## src/hw/srap_pkg.sv

```systemverilog
// constants, register map and types of the serial register access port
package srap_pkg;
  localparam int          SRAP_AW        = 15;
  localparam int          SRAP_NREG      = 44;
  localparam logic [4:0]  SRAP_CNT_ADDR  = 5'h0f;
  localparam logic [4:0]  SRAP_CNT_DATA  = 5'h10;
  localparam logic [4:0]  SRAP_CNT_LAST  = 5'h17;
  localparam logic [5:0]  SRAP_BITS_ONE  = 6'h18;
  localparam logic [5:0]  SRAP_BITS_TWO  = 6'h20;
  // byte map; 16-bit registers take two entries, low byte first
  localparam logic [14:0] SRAP_ADDR [SRAP_NREG] = '{
    15'h000, 15'h002, 15'h003, 15'h004, 15'h00c, 15'h00d, 15'h010, 15'h029,
    15'h02a, 15'h02b, 15'h02c, 15'h030, 15'h031, 15'h032, 15'h033, 15'h038,
    15'h03b, 15'h048, 15'h04f, 15'h060, 15'h061, 15'h062, 15'h064, 15'h068,
    15'h06a, 15'h06b, 15'h06c, 15'h06e, 15'h070, 15'h071, 15'h07a, 15'h07b,
    15'h07c, 15'h07e, 15'h07f, 15'h09d, 15'h160, 15'h200, 15'h201, 15'h202,
    15'h203, 15'h204, 15'h205, 15'h206};
  localparam logic [7:0]  SRAP_RST [SRAP_NREG] = '{
    8'h30, 8'h00, 8'h00, 8'h00, 8'h00, 8'h00, 8'h00, 8'h00,
    8'h00, 8'h11, 8'h00, 8'h00, 8'ha0, 8'h00, 8'ha0, 8'h00,
    8'h00, 8'h00, 8'h13, 8'h01, 8'h01, 8'h01, 8'h02, 8'h61,
    8'h00, 8'h00, 8'h01, 8'h88, 8'h00, 8'h00, 8'h00, 8'h00,
    8'h00, 8'h00, 8'h00, 8'h00, 8'h00, 8'h01, 8'h02, 8'h1f,
    8'h01, 8'h03, 8'h00, 8'h00};
  localparam logic [SRAP_NREG-1:0] SRAP_RO = 44'h0000100043c;
  localparam int          SRAP_IDX_CFG   = 0;
  localparam int          SRAP_IDX_TYPE  = 2;
  localparam int          SRAP_IDX_PID   = 3;
  localparam int          SRAP_IDX_MK_LO = 4;
  localparam int          SRAP_IDX_MK_HI = 5;
  localparam int          SRAP_IDX_USR   = 6;
  localparam int          SRAP_IDX_SYSR  = 10;
  localparam int          SRAP_IDX_CALST = 24;
  localparam int          SRAP_DIR_HI    = 5;
  localparam int          SRAP_DIR_LO    = 2;
  localparam int          SRAP_HOLD_BIT  = 0;
  // host register indices and fields
  localparam logic [1:0]  SRAP_H_ADDR    = 2'h0;
  localparam logic [1:0]  SRAP_H_DATA    = 2'h1;
  localparam logic [1:0]  SRAP_H_CMD     = 2'h2;
  localparam int          SRAP_CMD_RD    = 0;
  localparam int          SRAP_CMD_TWO   = 1;
  localparam logic [7:0]  SRAP_HALF_CYC  = 8'h04;
  typedef enum {SRAP_HS_IDLE, SRAP_HS_LOW, SRAP_HS_HIGH, SRAP_HS_HOLD} srap_host_state_e;
endpackage

```

## src/hw/srap_if.sv

```systemverilog
// four-wire link between host and device
`timescale 1ns/1ns
`default_nettype none
interface srap_if;
  logic sclk;                 // serial clock, host driven
  logic serial_chip_select_n; // frame select, active low
  logic sdi;                  // host to device data
  logic sdo;                  // device to host data
  logic sdo_oe;               // device drives sdo while high
  wire  sdo_pin;              // pin level seen by the host
  // a released pin rests at its pull-up, so a late enable reads as ones
  assign sdo_pin = sdo_oe ? sdo : 1'b1;
  modport dev (input sclk, serial_chip_select_n, sdi, output sdo, sdo_oe);
  modport host (output sclk, serial_chip_select_n, sdi, input sdo_pin);
endinterface
`default_nettype wire

```

## src/hw/srap_device.sv

```systemverilog
// device end: serial frame decoder and configuration register file
`timescale 1ns/1ns
`default_nettype none
module srap_device #(
  parameter logic [7:0]  PART_TYPE = 8'h5a,   // arbitrary value
  parameter logic [7:0]  PART_ID   = 8'h01,   // arbitrary value
  parameter logic [15:0] MAKER_ID  = 16'h1234 // arbitrary value
) (
  input  wire logic                   clk_sys_i,      // system clock
  input  wire logic                   rst_i,          // sync reset
  srap_if.dev                         link,           // serial pins
  input  wire logic [7:0]             sysref_capture_position_i,   // capture position status
  input  wire logic [7:0]             cal_status_i,   // calibration status
  output logic                        reg_wr_o,       // one-cycle write pulse
  output logic [srap_pkg::SRAP_AW-1:0] reg_addr_o,    // address of last write
  output logic [7:0]                  reg_data_o,     // byte of last write
  output logic                        frame_active_o, // chip-select held low
  output logic                        stream_o        // past first 24 bits
);
  import srap_pkg::*;

  logic              rise;
  logic              fall;
  logic [4:0]        bit_cnt;
  logic [14:0]       hdr;
  logic              rd_frame;
  logic              streaming;
  logic [SRAP_AW-1:0] addr;
  logic [SRAP_AW-1:0] next_addr;
  logic [6:0]        wr_sh;
  logic              wr_now;
  logic [7:0]        wr_byte;
  logic [5:0]        wr_idx;
  logic [5:0]        rd_idx;
  logic [7:0]        rd_byte;
  logic [7:0]        rd_sh;
  logic              stream_address_direction;
  logic              addr_hold;
  logic [7:0]        regs [SRAP_NREG];

  // finds the table slot of an address; SRAP_NREG when unlisted
  function automatic logic [5:0] reg_index(input logic [SRAP_AW-1:0] a);
    logic [5:0] idx;
    idx = 6'(SRAP_NREG);
    for (int i = 0; i < SRAP_NREG; i++) begin
      if (SRAP_ADDR[i] == a) begin
        idx = 6'(i);
      end
    end
    return idx;
  endfunction

  // live value of a read-only slot
  function automatic logic [7:0] ro_value(input int i);
    logic [7:0] v;
    v = 8'h00;
    case (i)
      SRAP_IDX_TYPE:  v = PART_TYPE;
      SRAP_IDX_PID:   v = PART_ID;
      SRAP_IDX_MK_LO: v = MAKER_ID[7:0];
      SRAP_IDX_MK_HI: v = MAKER_ID[15:8];
      SRAP_IDX_SYSR:  v = sysref_capture_position_i;
      SRAP_IDX_CALST: v = cal_status_i;
      default:        v = 8'h00;
    endcase
    return v;
  endfunction

  srap_edge u_edge (
    .clk_sys_i (clk_sys_i),
    .rst_i     (rst_i),
    .sclk_i    (link.sclk),
    .sel_n_i   (link.serial_chip_select_n),
    .rise_o    (rise),
    .fall_o    (fall)
  );

  // either mirrored direction bit set means ascending
  assign stream_address_direction = regs[SRAP_IDX_CFG][SRAP_DIR_HI]
                                  | regs[SRAP_IDX_CFG][SRAP_DIR_LO];
  assign addr_hold = regs[SRAP_IDX_USR][SRAP_HOLD_BIT];

  // address for the next byte of a streaming transfer
  always_comb begin
    if (addr_hold) begin
      next_addr = addr;
    end else if (stream_address_direction) begin
      next_addr = SRAP_AW'(addr + 15'h0001);
    end else begin
      next_addr = SRAP_AW'(addr - 15'h0001);
    end
  end

  // bit counter: 0..15 header, 16..23 data, then wraps to 16 per byte.
  // only serial clock edges move it, so any rate down to a stop is fine
  always_ff @(posedge clk_sys_i) begin
    if (rst_i || link.serial_chip_select_n) begin
      bit_cnt <= 5'h00;
    end else if (rise) begin
      if (bit_cnt == SRAP_CNT_LAST) begin
        bit_cnt <= SRAP_CNT_DATA;
      end else begin
        bit_cnt <= bit_cnt + 5'h01;
      end
    end
  end

  // header shift: flag first, then address, most significant first
  always_ff @(posedge clk_sys_i) begin
    if (rst_i) begin
      hdr      <= 15'h0000;
      rd_frame <= 1'b0;
      addr     <= 15'h0000;
    end else if (rise) begin
      if (bit_cnt < SRAP_CNT_ADDR) begin
        hdr <= {hdr[13:0], link.sdi};
      end else if (bit_cnt == SRAP_CNT_ADDR) begin
        rd_frame <= hdr[14];
        addr     <= {hdr[13:0], link.sdi};
      end else if (bit_cnt == SRAP_CNT_LAST) begin
        addr <= next_addr;
      end
    end
  end

  // streaming flag, cleared at chip-select rise
  always_ff @(posedge clk_sys_i) begin
    if (rst_i || link.serial_chip_select_n) begin
      streaming <= 1'b0;
    end else if (rise && bit_cnt == SRAP_CNT_LAST) begin
      streaming <= 1'b1;
    end
  end

  // write data gathering; a partial byte is lost when select rises
  always_ff @(posedge clk_sys_i) begin
    if (rst_i) begin
      wr_sh <= 7'h00;
    end else if (rise && bit_cnt >= SRAP_CNT_DATA) begin
      wr_sh <= {wr_sh[5:0], link.sdi};
    end
  end

  assign wr_now  = rise && bit_cnt == SRAP_CNT_LAST && !rd_frame;
  assign wr_byte = {wr_sh, link.sdi};
  assign wr_idx  = reg_index(addr);
  assign rd_idx  = reg_index(addr);
  // unlisted addresses read as zero and swallow writes
  assign rd_byte = (rd_idx < 6'(SRAP_NREG)) ? regs[rd_idx[5:0]] : 8'h00;

  // one register per slot; read-only slots follow their sources
  for (genvar g = 0; g < SRAP_NREG; g++) begin : g_reg
    always_ff @(posedge clk_sys_i) begin
      if (rst_i) begin
        regs[g] <= SRAP_RST[g];
      end else if (SRAP_RO[g]) begin
        regs[g] <= ro_value(g);
      end else if (wr_now && wr_idx == 6'(g)) begin
        regs[g] <= wr_byte;
      end
    end
  end

  // read data leaves on falling edges so the host samples on the next rise;
  // the byte is fetched at the fall before the first data bit
  always_ff @(posedge clk_sys_i) begin
    if (rst_i || link.serial_chip_select_n) begin
      link.sdo    <= 1'b0;
      link.sdo_oe <= 1'b0;
      rd_sh       <= 8'h00;
    end else if (fall && rd_frame && bit_cnt >= SRAP_CNT_DATA) begin
      link.sdo_oe <= 1'b1;
      if (bit_cnt == SRAP_CNT_DATA) begin
        link.sdo <= rd_byte[7];
        rd_sh    <= {rd_byte[6:0], 1'b0};
      end else begin
        link.sdo <= rd_sh[7];
        rd_sh    <= {rd_sh[6:0], 1'b0};
      end
    end
  end

  // report each stored byte to the converter logic behind the map
  always_ff @(posedge clk_sys_i) begin
    if (rst_i) begin
      reg_wr_o   <= 1'b0;
      reg_addr_o <= 15'h0000;
      reg_data_o <= 8'h00;
    end else begin
      reg_wr_o <= wr_now && wr_idx < 6'(SRAP_NREG);
      if (wr_now) begin
        reg_addr_o <= addr;
        reg_data_o <= wr_byte;
      end
    end
  end

  // frame status for the user side
  always_ff @(posedge clk_sys_i) begin
    if (rst_i) begin
      frame_active_o <= 1'b0;
      stream_o       <= 1'b0;
    end else begin
      frame_active_o <= ~link.serial_chip_select_n;
      stream_o       <= streaming;
    end
  end
endmodule
`default_nettype wire

```

## src/hw/srap_edge.sv

```systemverilog
// serial clock edge finder gated by chip-select
`timescale 1ns/1ns
`default_nettype none
module srap_edge (
  input  wire logic clk_sys_i, // system clock
  input  wire logic rst_i,     // sync reset
  input  wire logic sclk_i,    // serial clock level
  input  wire logic sel_n_i,   // chip-select, active low
  output logic      rise_o,    // rising edge inside frame
  output logic      fall_o     // falling edge inside frame
);
  logic sclk_q;

  // pins are synchronous, so one register suffices for edges
  always_ff @(posedge clk_sys_i) begin
    if (rst_i) begin
      sclk_q <= 1'b0;
    end else begin
      sclk_q <= sclk_i;
    end
  end

  // edges outside a frame are dropped: traffic with select high is ignored
  assign rise_o = sclk_i & ~sclk_q & ~sel_n_i;
  assign fall_o = ~sclk_i & sclk_q & ~sel_n_i;
endmodule
`default_nettype wire

```

## src/flat_wrapper.sv

```systemverilog
// flat-port wrapper written by rule: the top's interface ports become plain ports
module srap_device_flat import srap_pkg::*;
#(
  parameter logic [7:0]  PART_TYPE = 8'h5a,                     
  parameter logic [7:0]  PART_ID   = 8'h01,                     
  parameter logic [15:0] MAKER_ID  = 16'h1234                   
)
  (clk_sys_i, rst_i, sysref_capture_position_i, cal_status_i, reg_wr_o, reg_addr_o, reg_data_o, frame_active_o, stream_o, link_sclk, link_serial_chip_select_n, link_sdi, link_sdo, link_sdo_oe);
  srap_if link_i ();
  input  wire logic clk_sys_i;
  input  wire logic rst_i;
  input  wire logic [7:0] sysref_capture_position_i;
  input  wire logic [7:0] cal_status_i;
  output logic reg_wr_o;
  output logic [srap_pkg::SRAP_AW-1:0] reg_addr_o;
  output logic [7:0] reg_data_o;
  output logic frame_active_o;
  output logic stream_o;
  input wire logic [$bits(link_i.sclk)-1:0] link_sclk;
  input wire logic [$bits(link_i.serial_chip_select_n)-1:0] link_serial_chip_select_n;
  input wire logic [$bits(link_i.sdi)-1:0] link_sdi;
  output wire logic [$bits(link_i.sdo)-1:0] link_sdo;
  output wire logic [$bits(link_i.sdo_oe)-1:0] link_sdo_oe;
  assign link_i.sclk = link_sclk;
  assign link_i.serial_chip_select_n = link_serial_chip_select_n;
  assign link_i.sdi = link_sdi;
  assign link_sdo = link_i.sdo;
  assign link_sdo_oe = link_i.sdo_oe;
  srap_device #(.PART_TYPE(PART_TYPE), .PART_ID(PART_ID), .MAKER_ID(MAKER_ID)) u_core (.clk_sys_i(clk_sys_i), .rst_i(rst_i), .link(link_i), .sysref_capture_position_i(sysref_capture_position_i), .cal_status_i(cal_status_i), .reg_wr_o(reg_wr_o), .reg_addr_o(reg_addr_o), .reg_data_o(reg_data_o), .frame_active_o(frame_active_o), .stream_o(stream_o));
endmodule
```

## config.mk

```make
export PLATFORM = sky130hd
export DESIGN_NAME = srap_device_flat
export DESIGN_NICKNAME = d
export VERILOG_FILES = /design/src/hw/srap_pkg.sv /design/src/hw/srap_if.sv /design/src/hw/srap_device.sv /design/src/hw/srap_edge.sv /design/src/flat_wrapper.sv
export SDC_FILE = /design/constraint.sdc
export NUM_CORES = 1
export LEC_CHECK = 0
export ABC_AREA = 1
export BUFFER_PORTS_ARGS = -buffer_cell sky130_fd_sc_hd__buf_2
export CORE_ASPECT_RATIO = 0.5
export CORE_MARGIN = 10
export CORE_UTILIZATION = 50
export CTS_CLUSTER_SIZE = 20
export DETAILED_ROUTE_END_ITERATION = 16
export PLACE_DENSITY = 0.66
export REMOVE_ABC_BUFFERS = 1
export SYNTH_ARGS = -nofsm -noshare
export SYNTH_HDL_FRONTEND = slang
export SYNTH_HIERARCHICAL = 1
export SYNTH_SLANG_ARGS = --single-unit
export TNS_END_PERCENT = 5
```

## constraint.sdc

```tcl
create_clock -name clk_sys_i -period 4 [get_ports clk_sys_i]
set_input_delay 0.8 -clock clk_sys_i [delete_from_list [all_inputs] [get_ports clk_sys_i]]
set_output_delay 0.8 -clock clk_sys_i [all_outputs]
set_load 0.05 [all_outputs]
```

==> results of run 1 <==
[per-layer routing]
metal	share of wire, %	wire (um)	global-route usage (%)	vias up
met4	2.3	1450	7.04	0
li1	-	-	-	8222
met1	43	27700	35.9	8344
met5	0	0	0	-
met2	44	28100	37.9	851
met3	11	7230	5.40	97
[sequential cells by signal (all words and copies together) (netlist names)]
register / count
u_core/u_edge/sclk_q: 1
u_core/reg_data_o: 8
u_core/link.sdo: 1
u_core/link.sdo_oe: 1
u_core/streaming: 1
u_core/rd_frame: 1
u_core/bit_cnt: 5
u_core/addr: 15
u_core/regs: 321
u_core/hdr: 15
u_core/frame_active_o: 1
u_core/reg_wr_o: 1
u_core/wr_sh: 7
u_core/stream_o: 1
u_core/rd_sh: 7
u_core/reg_addr_o: 15
[cell families (layout without fill, tap and decap cells)]
group / count (synthesis) / after routing
fa+ha+maj: 17 / 17
buf+inv: 514 / 612
xor+xnor: 11 / 11
simple gates: 1283 / 1284
flops: 401 / 401
compound gates: 252 / 252
[synthesized netlist by cell type (all sizes together) (2+ instances only)]
cell / n / area (sq um)
nand2: 452 / 1730
nor2: 436 / 1710
inv: 380 / 1430
edfxtp: 304 / 9130
nand3: 143 / 716
nand3b: 126 / 946
o21ai: 123 / 616
a21oi: 105 / 529
dfxtp: 97 / 1940
nand4: 84 / 547
clkbuf: 83 / 312
buf: 47 / 287
nor3: 25 / 140
ha: 16 / 200
nor4: 9 / 98.8
xor2: 9 / 78.8
or2: 7 / 43.8
o31ai: 6 / 45.0
a221oi: 4 / 35.0
clkinv: 4 / 15.0
a31oi: 3 / 18.8
o21bai: 3 / 22.5
a211oi: 2 / 15.0
o211ai: 2 / 15.0
o21a: 2 / 15.0
xnor2: 2 / 17.5
[worst max-delay path by stage]
stage | slack (ns) | end | cells past startpoint
CTS | 0.05 | u_core/regs[28][0] | 15
global placement | -0.05 | u_core/regs[28][6] | 15
floorplan | -2.10 | u_core/regs[11][0] | 13
finish | 0.15 | u_core/regs[28][1] | 16
global route | -0.02 | u_core/rd_sh[2] | 24
detailed placement | -0.06 | u_core/regs[28][2] | 15
[per-stage QoR]
stage / total power, mW / cell area [sq um] / setup TNS, ns / setup WS [ns] / hold slack, ns
finish: 8.86 / 23400 / 0 / 0.145 / 0.446
global route: 9.12 / 23400 / -0.0240 / -0.0199 / 0.440
CTS: 8.90 / 23200 / 0 / 0.0454 / 0.435
detailed placement: 5.02 / 21900 / -0.488 / -0.0611 / 0.425
global placement: 5.01 / 21900 / -0.400 / -0.0501 / 0.419
floorplan: 4.88 / 20100 / -635.46 / -2.10 / 0.410
[final cells by class]
cell class	instances	area, sq um	area share, %
well taps	540	676	2.89
inverters	384	1450	6.21
flip-flops and latches	401	11100	47.4
clock buffers	49	1080	4.61
repair buffers	158	1160	4.95
multi-input cells	1564	7660	32.8
clock inverters	21	263	1.12
[critical path, cell delays in order (launching register included)]
cell and delay, ns:
dfxtp_1 0.46, nor2_2 0.11, inv_1 0.11, nor2_2 0.10
inv_1 0.16, nor2_1 0.08, nand2_1 0.13, nand4_1 0.13
nor3_1 0.34, nand3b_1 0.21, nor4_4 0.27, buf_4 0.19
nand2_1 0.18, inv_4 0.30, nand2_1 0.15, o21ai_0 0.35
buf_4 0.27
[power groups by stage]
stage               Sequential (mW)  Clock, mW  Combinational (mW)
global placement               4.71          0               0.298
finish                         4.62       3.93               0.308
floorplan                      4.70          0               0.172
CTS                            4.62       3.98               0.303
global route                   4.63       4.15               0.339
detailed placement             4.71          0               0.301
[what timing repair did]
item,in CTS,in global routing
setup endpoints to repair,8,173
hold buffers,0,0
pin swaps,0,6
gates resized for setup,1,21
cloned,0,1
setup buffers,0,12
==> metrics.txt, run 1 <==
Critical Path Sink Type=flop; number of synthesized flops with an enable pin=304; DRT iter0 DRCs=2116; placed insts=3034; CTS Root Cell=clkbuf_16; Final setup violation count=0; grt ovf=0; PD cells=380 mW/mm^2; Peak supply drop=281 uV; Least-Margin Pin Slew=1.03 ns; Initial Util=50.9%; CP arrival=just over 4 ns; crit path max fanout=21; Final HPWL DP=44700 um; cell internal pwr=roughly 7 mW; share of cells above drive strength 1=approximately an eighth; HP Class=reg -> reg; Worst-Skew Late Latency=0.55 ns; largest net degree at the start of global routing=49; final core utilization=57.4%; Pre-antenna DRT Iters=6; ys async rst share=0%; vias in the first global route=16455; switch share=roughly a fifth; share of the clock period used by the worst path=96.4%; fmax=0.259 GHz; cts bufs inserted=39; final hold viol count=0; non-filler cells, final=3117; Worst R2R Setup Slack=around 0.15 ns; Synth Instances=2478; Antenna Nets Post-Route=0; most common cell after layout, fill and taps aside=nand2_1; startpoint types=flop; Worst Clk Skew=0.0184 ns; simple-gate share of the synthesized area=28.7%; Worst Hold Path EP=u_core/stream_o; Distinct cells, synth=45; main combinational cell family by area after synthesis=simple AND/OR/NAND/NOR gates; Max clock buf depth=3; register share of total power=52.2%; DIE AREA=0.0504 sq mm; die height=164 um; Clock Power Share=44.4%; clock sink count=401; Leak=9.58 nW; Comb pwr share=3.5%; FF-to-FF path depth=16; CTS tree=yes; wire length per cell=20.7 um; first-pass GRT wire length=around 97000 um; WP data required=4.26 ns; flops & latches, synth=401; CP Launch Point=u_core/addr[3]; min Tclk post-route=between 3 and 4 ns; Final GP Congestion=1.01; Post-Route WL=between 60000 and 70000 um; # Max-Cap Violations=0; critical path class=reg -> reg; clock-pin slew on the worst setup and hold paths=0.07 ns; H-tree levels=2; Site Rows=52; Seq/Total Area, Yosys=53.5%; IO buf count=between 40 and 50; Top Ports=about 50; Syn Std Cell Area=0.0207 sq mm; initial antenna violation count=0; startpoint of the worst register-to-register path=u_core/addr[3]; Yosys warning total=6; top_reg_cell synth=edfxtp_1; xor and xnor area share after synthesis=0.466%; P&R area growth vs syn=12.9%; post-synthesis mux area share=0%; reg-to-reg endpoint=u_core/regs[28][1]; Final Max Tran Viols=0; status=completed; DRC=0; most frequent cells in the layout=nand2_1, nor2_1, inv_1; total number of vias=17514; Post-Syn Area per Cell=8.35 sq um; core region area=0.0407 sq mm; drt via density=5.62; Net Sw Power=1.88 mW; WHS Path Cells=2; Final nets=around 2600; Slew Limit Headroom=31.0%; post-synthesis compound-gate area fraction=6.43%; Die W=~310 um; n_diodes=0; hold_sp=u_core/streaming; gr usage total=25.1%; post-synthesis adder-cell area fraction=between 1 and 1.5%; # fillers=between 3000 and 4000
Power figures use the tool's default switching activity.
==> run 2: changes to the inputs <==
GPL_TIMING_DRIVEN = 0   (was unset)
==> metrics.txt, run 2 (same netlist as run 1, synthesis figures left out) <==
CTS Root Cell=clkbuf_16; Max clock buf depth=3; hold buffers post-CTS=0; final hold viol count=0; first-pass GRT wire length=98700 um; Leak=just under 10 nW; critical path class=reg -> reg; n_diodes=0; Die W=between 300 and 400 um; Critical Path Sink Type=flop; # fillers=3552; startpoint types=flop; P&R area growth vs syn=15.9%; max reg flops=321; grt ovf=0; HP Class=reg -> reg; Final GP Congestion=0.955; gr usage total=about a quarter; share of cells above drive strength 1=14.0%; hold_sp=u_core/streaming; most flop-heavy register=u_core/regs; Antenna Nets Post-Route=0; reg-to-reg endpoint=u_core/regs[26][4]; vias in the first global route=16271; CTS tree=yes; Final setup violation count=0; Site Rows=52; Comb pwr share=about 3.4%; Final HPWL DP=40900 um; Worst Hold Path EP=u_core/stream_o; core region area=0.0407 sq mm; CP arrival=4.34 ns; Sequential Area=0.0111 sq mm; min Tclk post-route=roughly 3.9 ns; clock sink count=401; non-filler cells, final=3102; Clock Power Share=43.1%; H-tree levels=2; Least-Margin Pin Slew=1.45 ns; cts bufs inserted=39; startpoint of the worst register-to-register path=u_core/addr[1]; FF-to-FF path depth=22; total number of vias=17887; die height=164 um; Worst Clk Skew=0.0234 ns; Initial Util=50.9%; placed cell area=0.0214 sq mm; fin worst setup slack=0.0519 ns; combined area of the multi-input logic cells=0.00821 sq mm; register share of total power=a little over half; wire length per cell=21.9 um; DRC=0; Peak supply drop=between 300 and 400 uV; cell internal pwr=6.75 mW; switch share=21.8%; Worst R2R Setup Slack=0.05 ns; DRT iter0 DRCs=roughly 2500; Pre-antenna DRT Iters=8; Worst-Skew Late Latency=0.56 ns; fmax=about 0.25 GHz; largest net degree at the start of global routing=75; pre-CTS setup slack=-2.39 ns; WP data required=4.39 ns; WHS Path Cells=2; status=completed; CP Launch Point=u_core/addr[1]; DIE AREA=0.0504 sq mm; # Max-Cap Violations=0; clock-pin slew on the worst setup and hold paths=approximately 0.06 ns; initial antenna violation count=0; post-route design area=0.0240 sq mm; PD cells=between 300 and 400 mW/mm^2; Final nets=approximately 2600; RSZ-0062 raised after global routing=true; Top Ports=49; share of the clock period used by the worst path=98.7%; crit path max fanout=11; Post-Route WL=67800 um; setup tns final=0 ns; Net Sw Power=1.88 mW; most frequent cells in the layout=nand2_1, nor2_1, inv_1; most common cell after layout, fill and taps aside=nand2_1; Final Max Tran Viols=0; drt via density=5.77; IO buf count=48; placed insts=2955; Slew Limit Headroom=2.48%
run 2: cell count changes in the layout (fill, tap and decap cells not counted), sizes merged:
| cell | delta |
|---|---|
| buf | -33 |
| inv | +8 |
| nand4 | +7 |
| clkinvlp | +1 |
| clkbuf | +2 |
| nor2 | +8 |
| bufinv | -4 |
| clkinv | -4 |
run 2: metal layers:
layer / routed length (um) / track usage, %
met5: 0 / 0
met4: 1920 / 8.26
met3: 9000 / 6.67
met2: 29100 / 39.1
met1: 27800 / 35.5
run 2: how the worst max path moves through the flow:
stage                    endpoint  slack [ns]  cells after the start
3_5_place_dp   u_core/regs[22][2]       -2.39                     20
5_1_grt        u_core/regs[26][3]       -0.07                     22
3_3_place_gp   u_core/regs[26][6]       -6.02                     14
4_1_cts           u_core/rd_sh[6]       -0.10                     21
2_1_floorplan  u_core/regs[11][0]       -2.10                     13
6_report       u_core/regs[26][4]        0.05                     22
run 2: final cells by class:
class                      instances  share of cell area [%]
sequential                       401                    46.3
inverter                         384                    6.18
clock inverter                    21                   0.668
timing repair inverter             1                  0.0313
multi-input combinational       1579                    34.2
clock buffer                      50                    4.59
tap                              540                    2.82
timing repair buffer             126                    5.18
run 2: power groups by stage:
stage                     logic [mW]  clock network, mW  registers [mW]
after floorplan                0.172                  0            4.70
after global placement         0.269                  0            4.71
after detailed placement       0.279                  0            4.71
after CTS                      0.287               3.74            4.62
after global routing           0.323               3.90            4.63
final                          0.294               3.72            4.62
run 2: stage by stage:
stage	util (%)	power [mW]	hold WS (ns)
3_5_place_dp	52.7	4.99	0.431
5_1_grt	59.0	8.85	0.451
4_1_cts	57.3	8.65	0.436
6_report	59.0	8.63	0.440
2_1_floorplan	-	4.88	0.410
3_3_place_gp	51.7	4.98	0.428
run 2: timing repair:
action	CTS	global route
pin swaps	19	17
resized for setup	66	73
buffers inserted	24	34
setup endpoints to repair	452	312
gates cloned	14	4
run 2: worst max-delay path: stages (launching register included):
cell and delay (ns):
dfxtp_2 0.36, inv_4 0.09, nor2_1 0.07, nand2_2 0.13
nor2_1 0.10, o21ai_1 0.18, nand3_1 0.11, nor2_2 0.10
nand4_1 0.11, nor2_1 0.16, nand4_1 0.09, nor2_1 0.12
nand4_1 0.17, nor2_4 0.17, nand4_4 0.18, buf_4 0.22
nand2_4 0.13, nand2_4 0.17, nor2_4 0.23, inv_2 0.11
nor4_2 0.33, inv_1 0.30, nor2_1 0.15
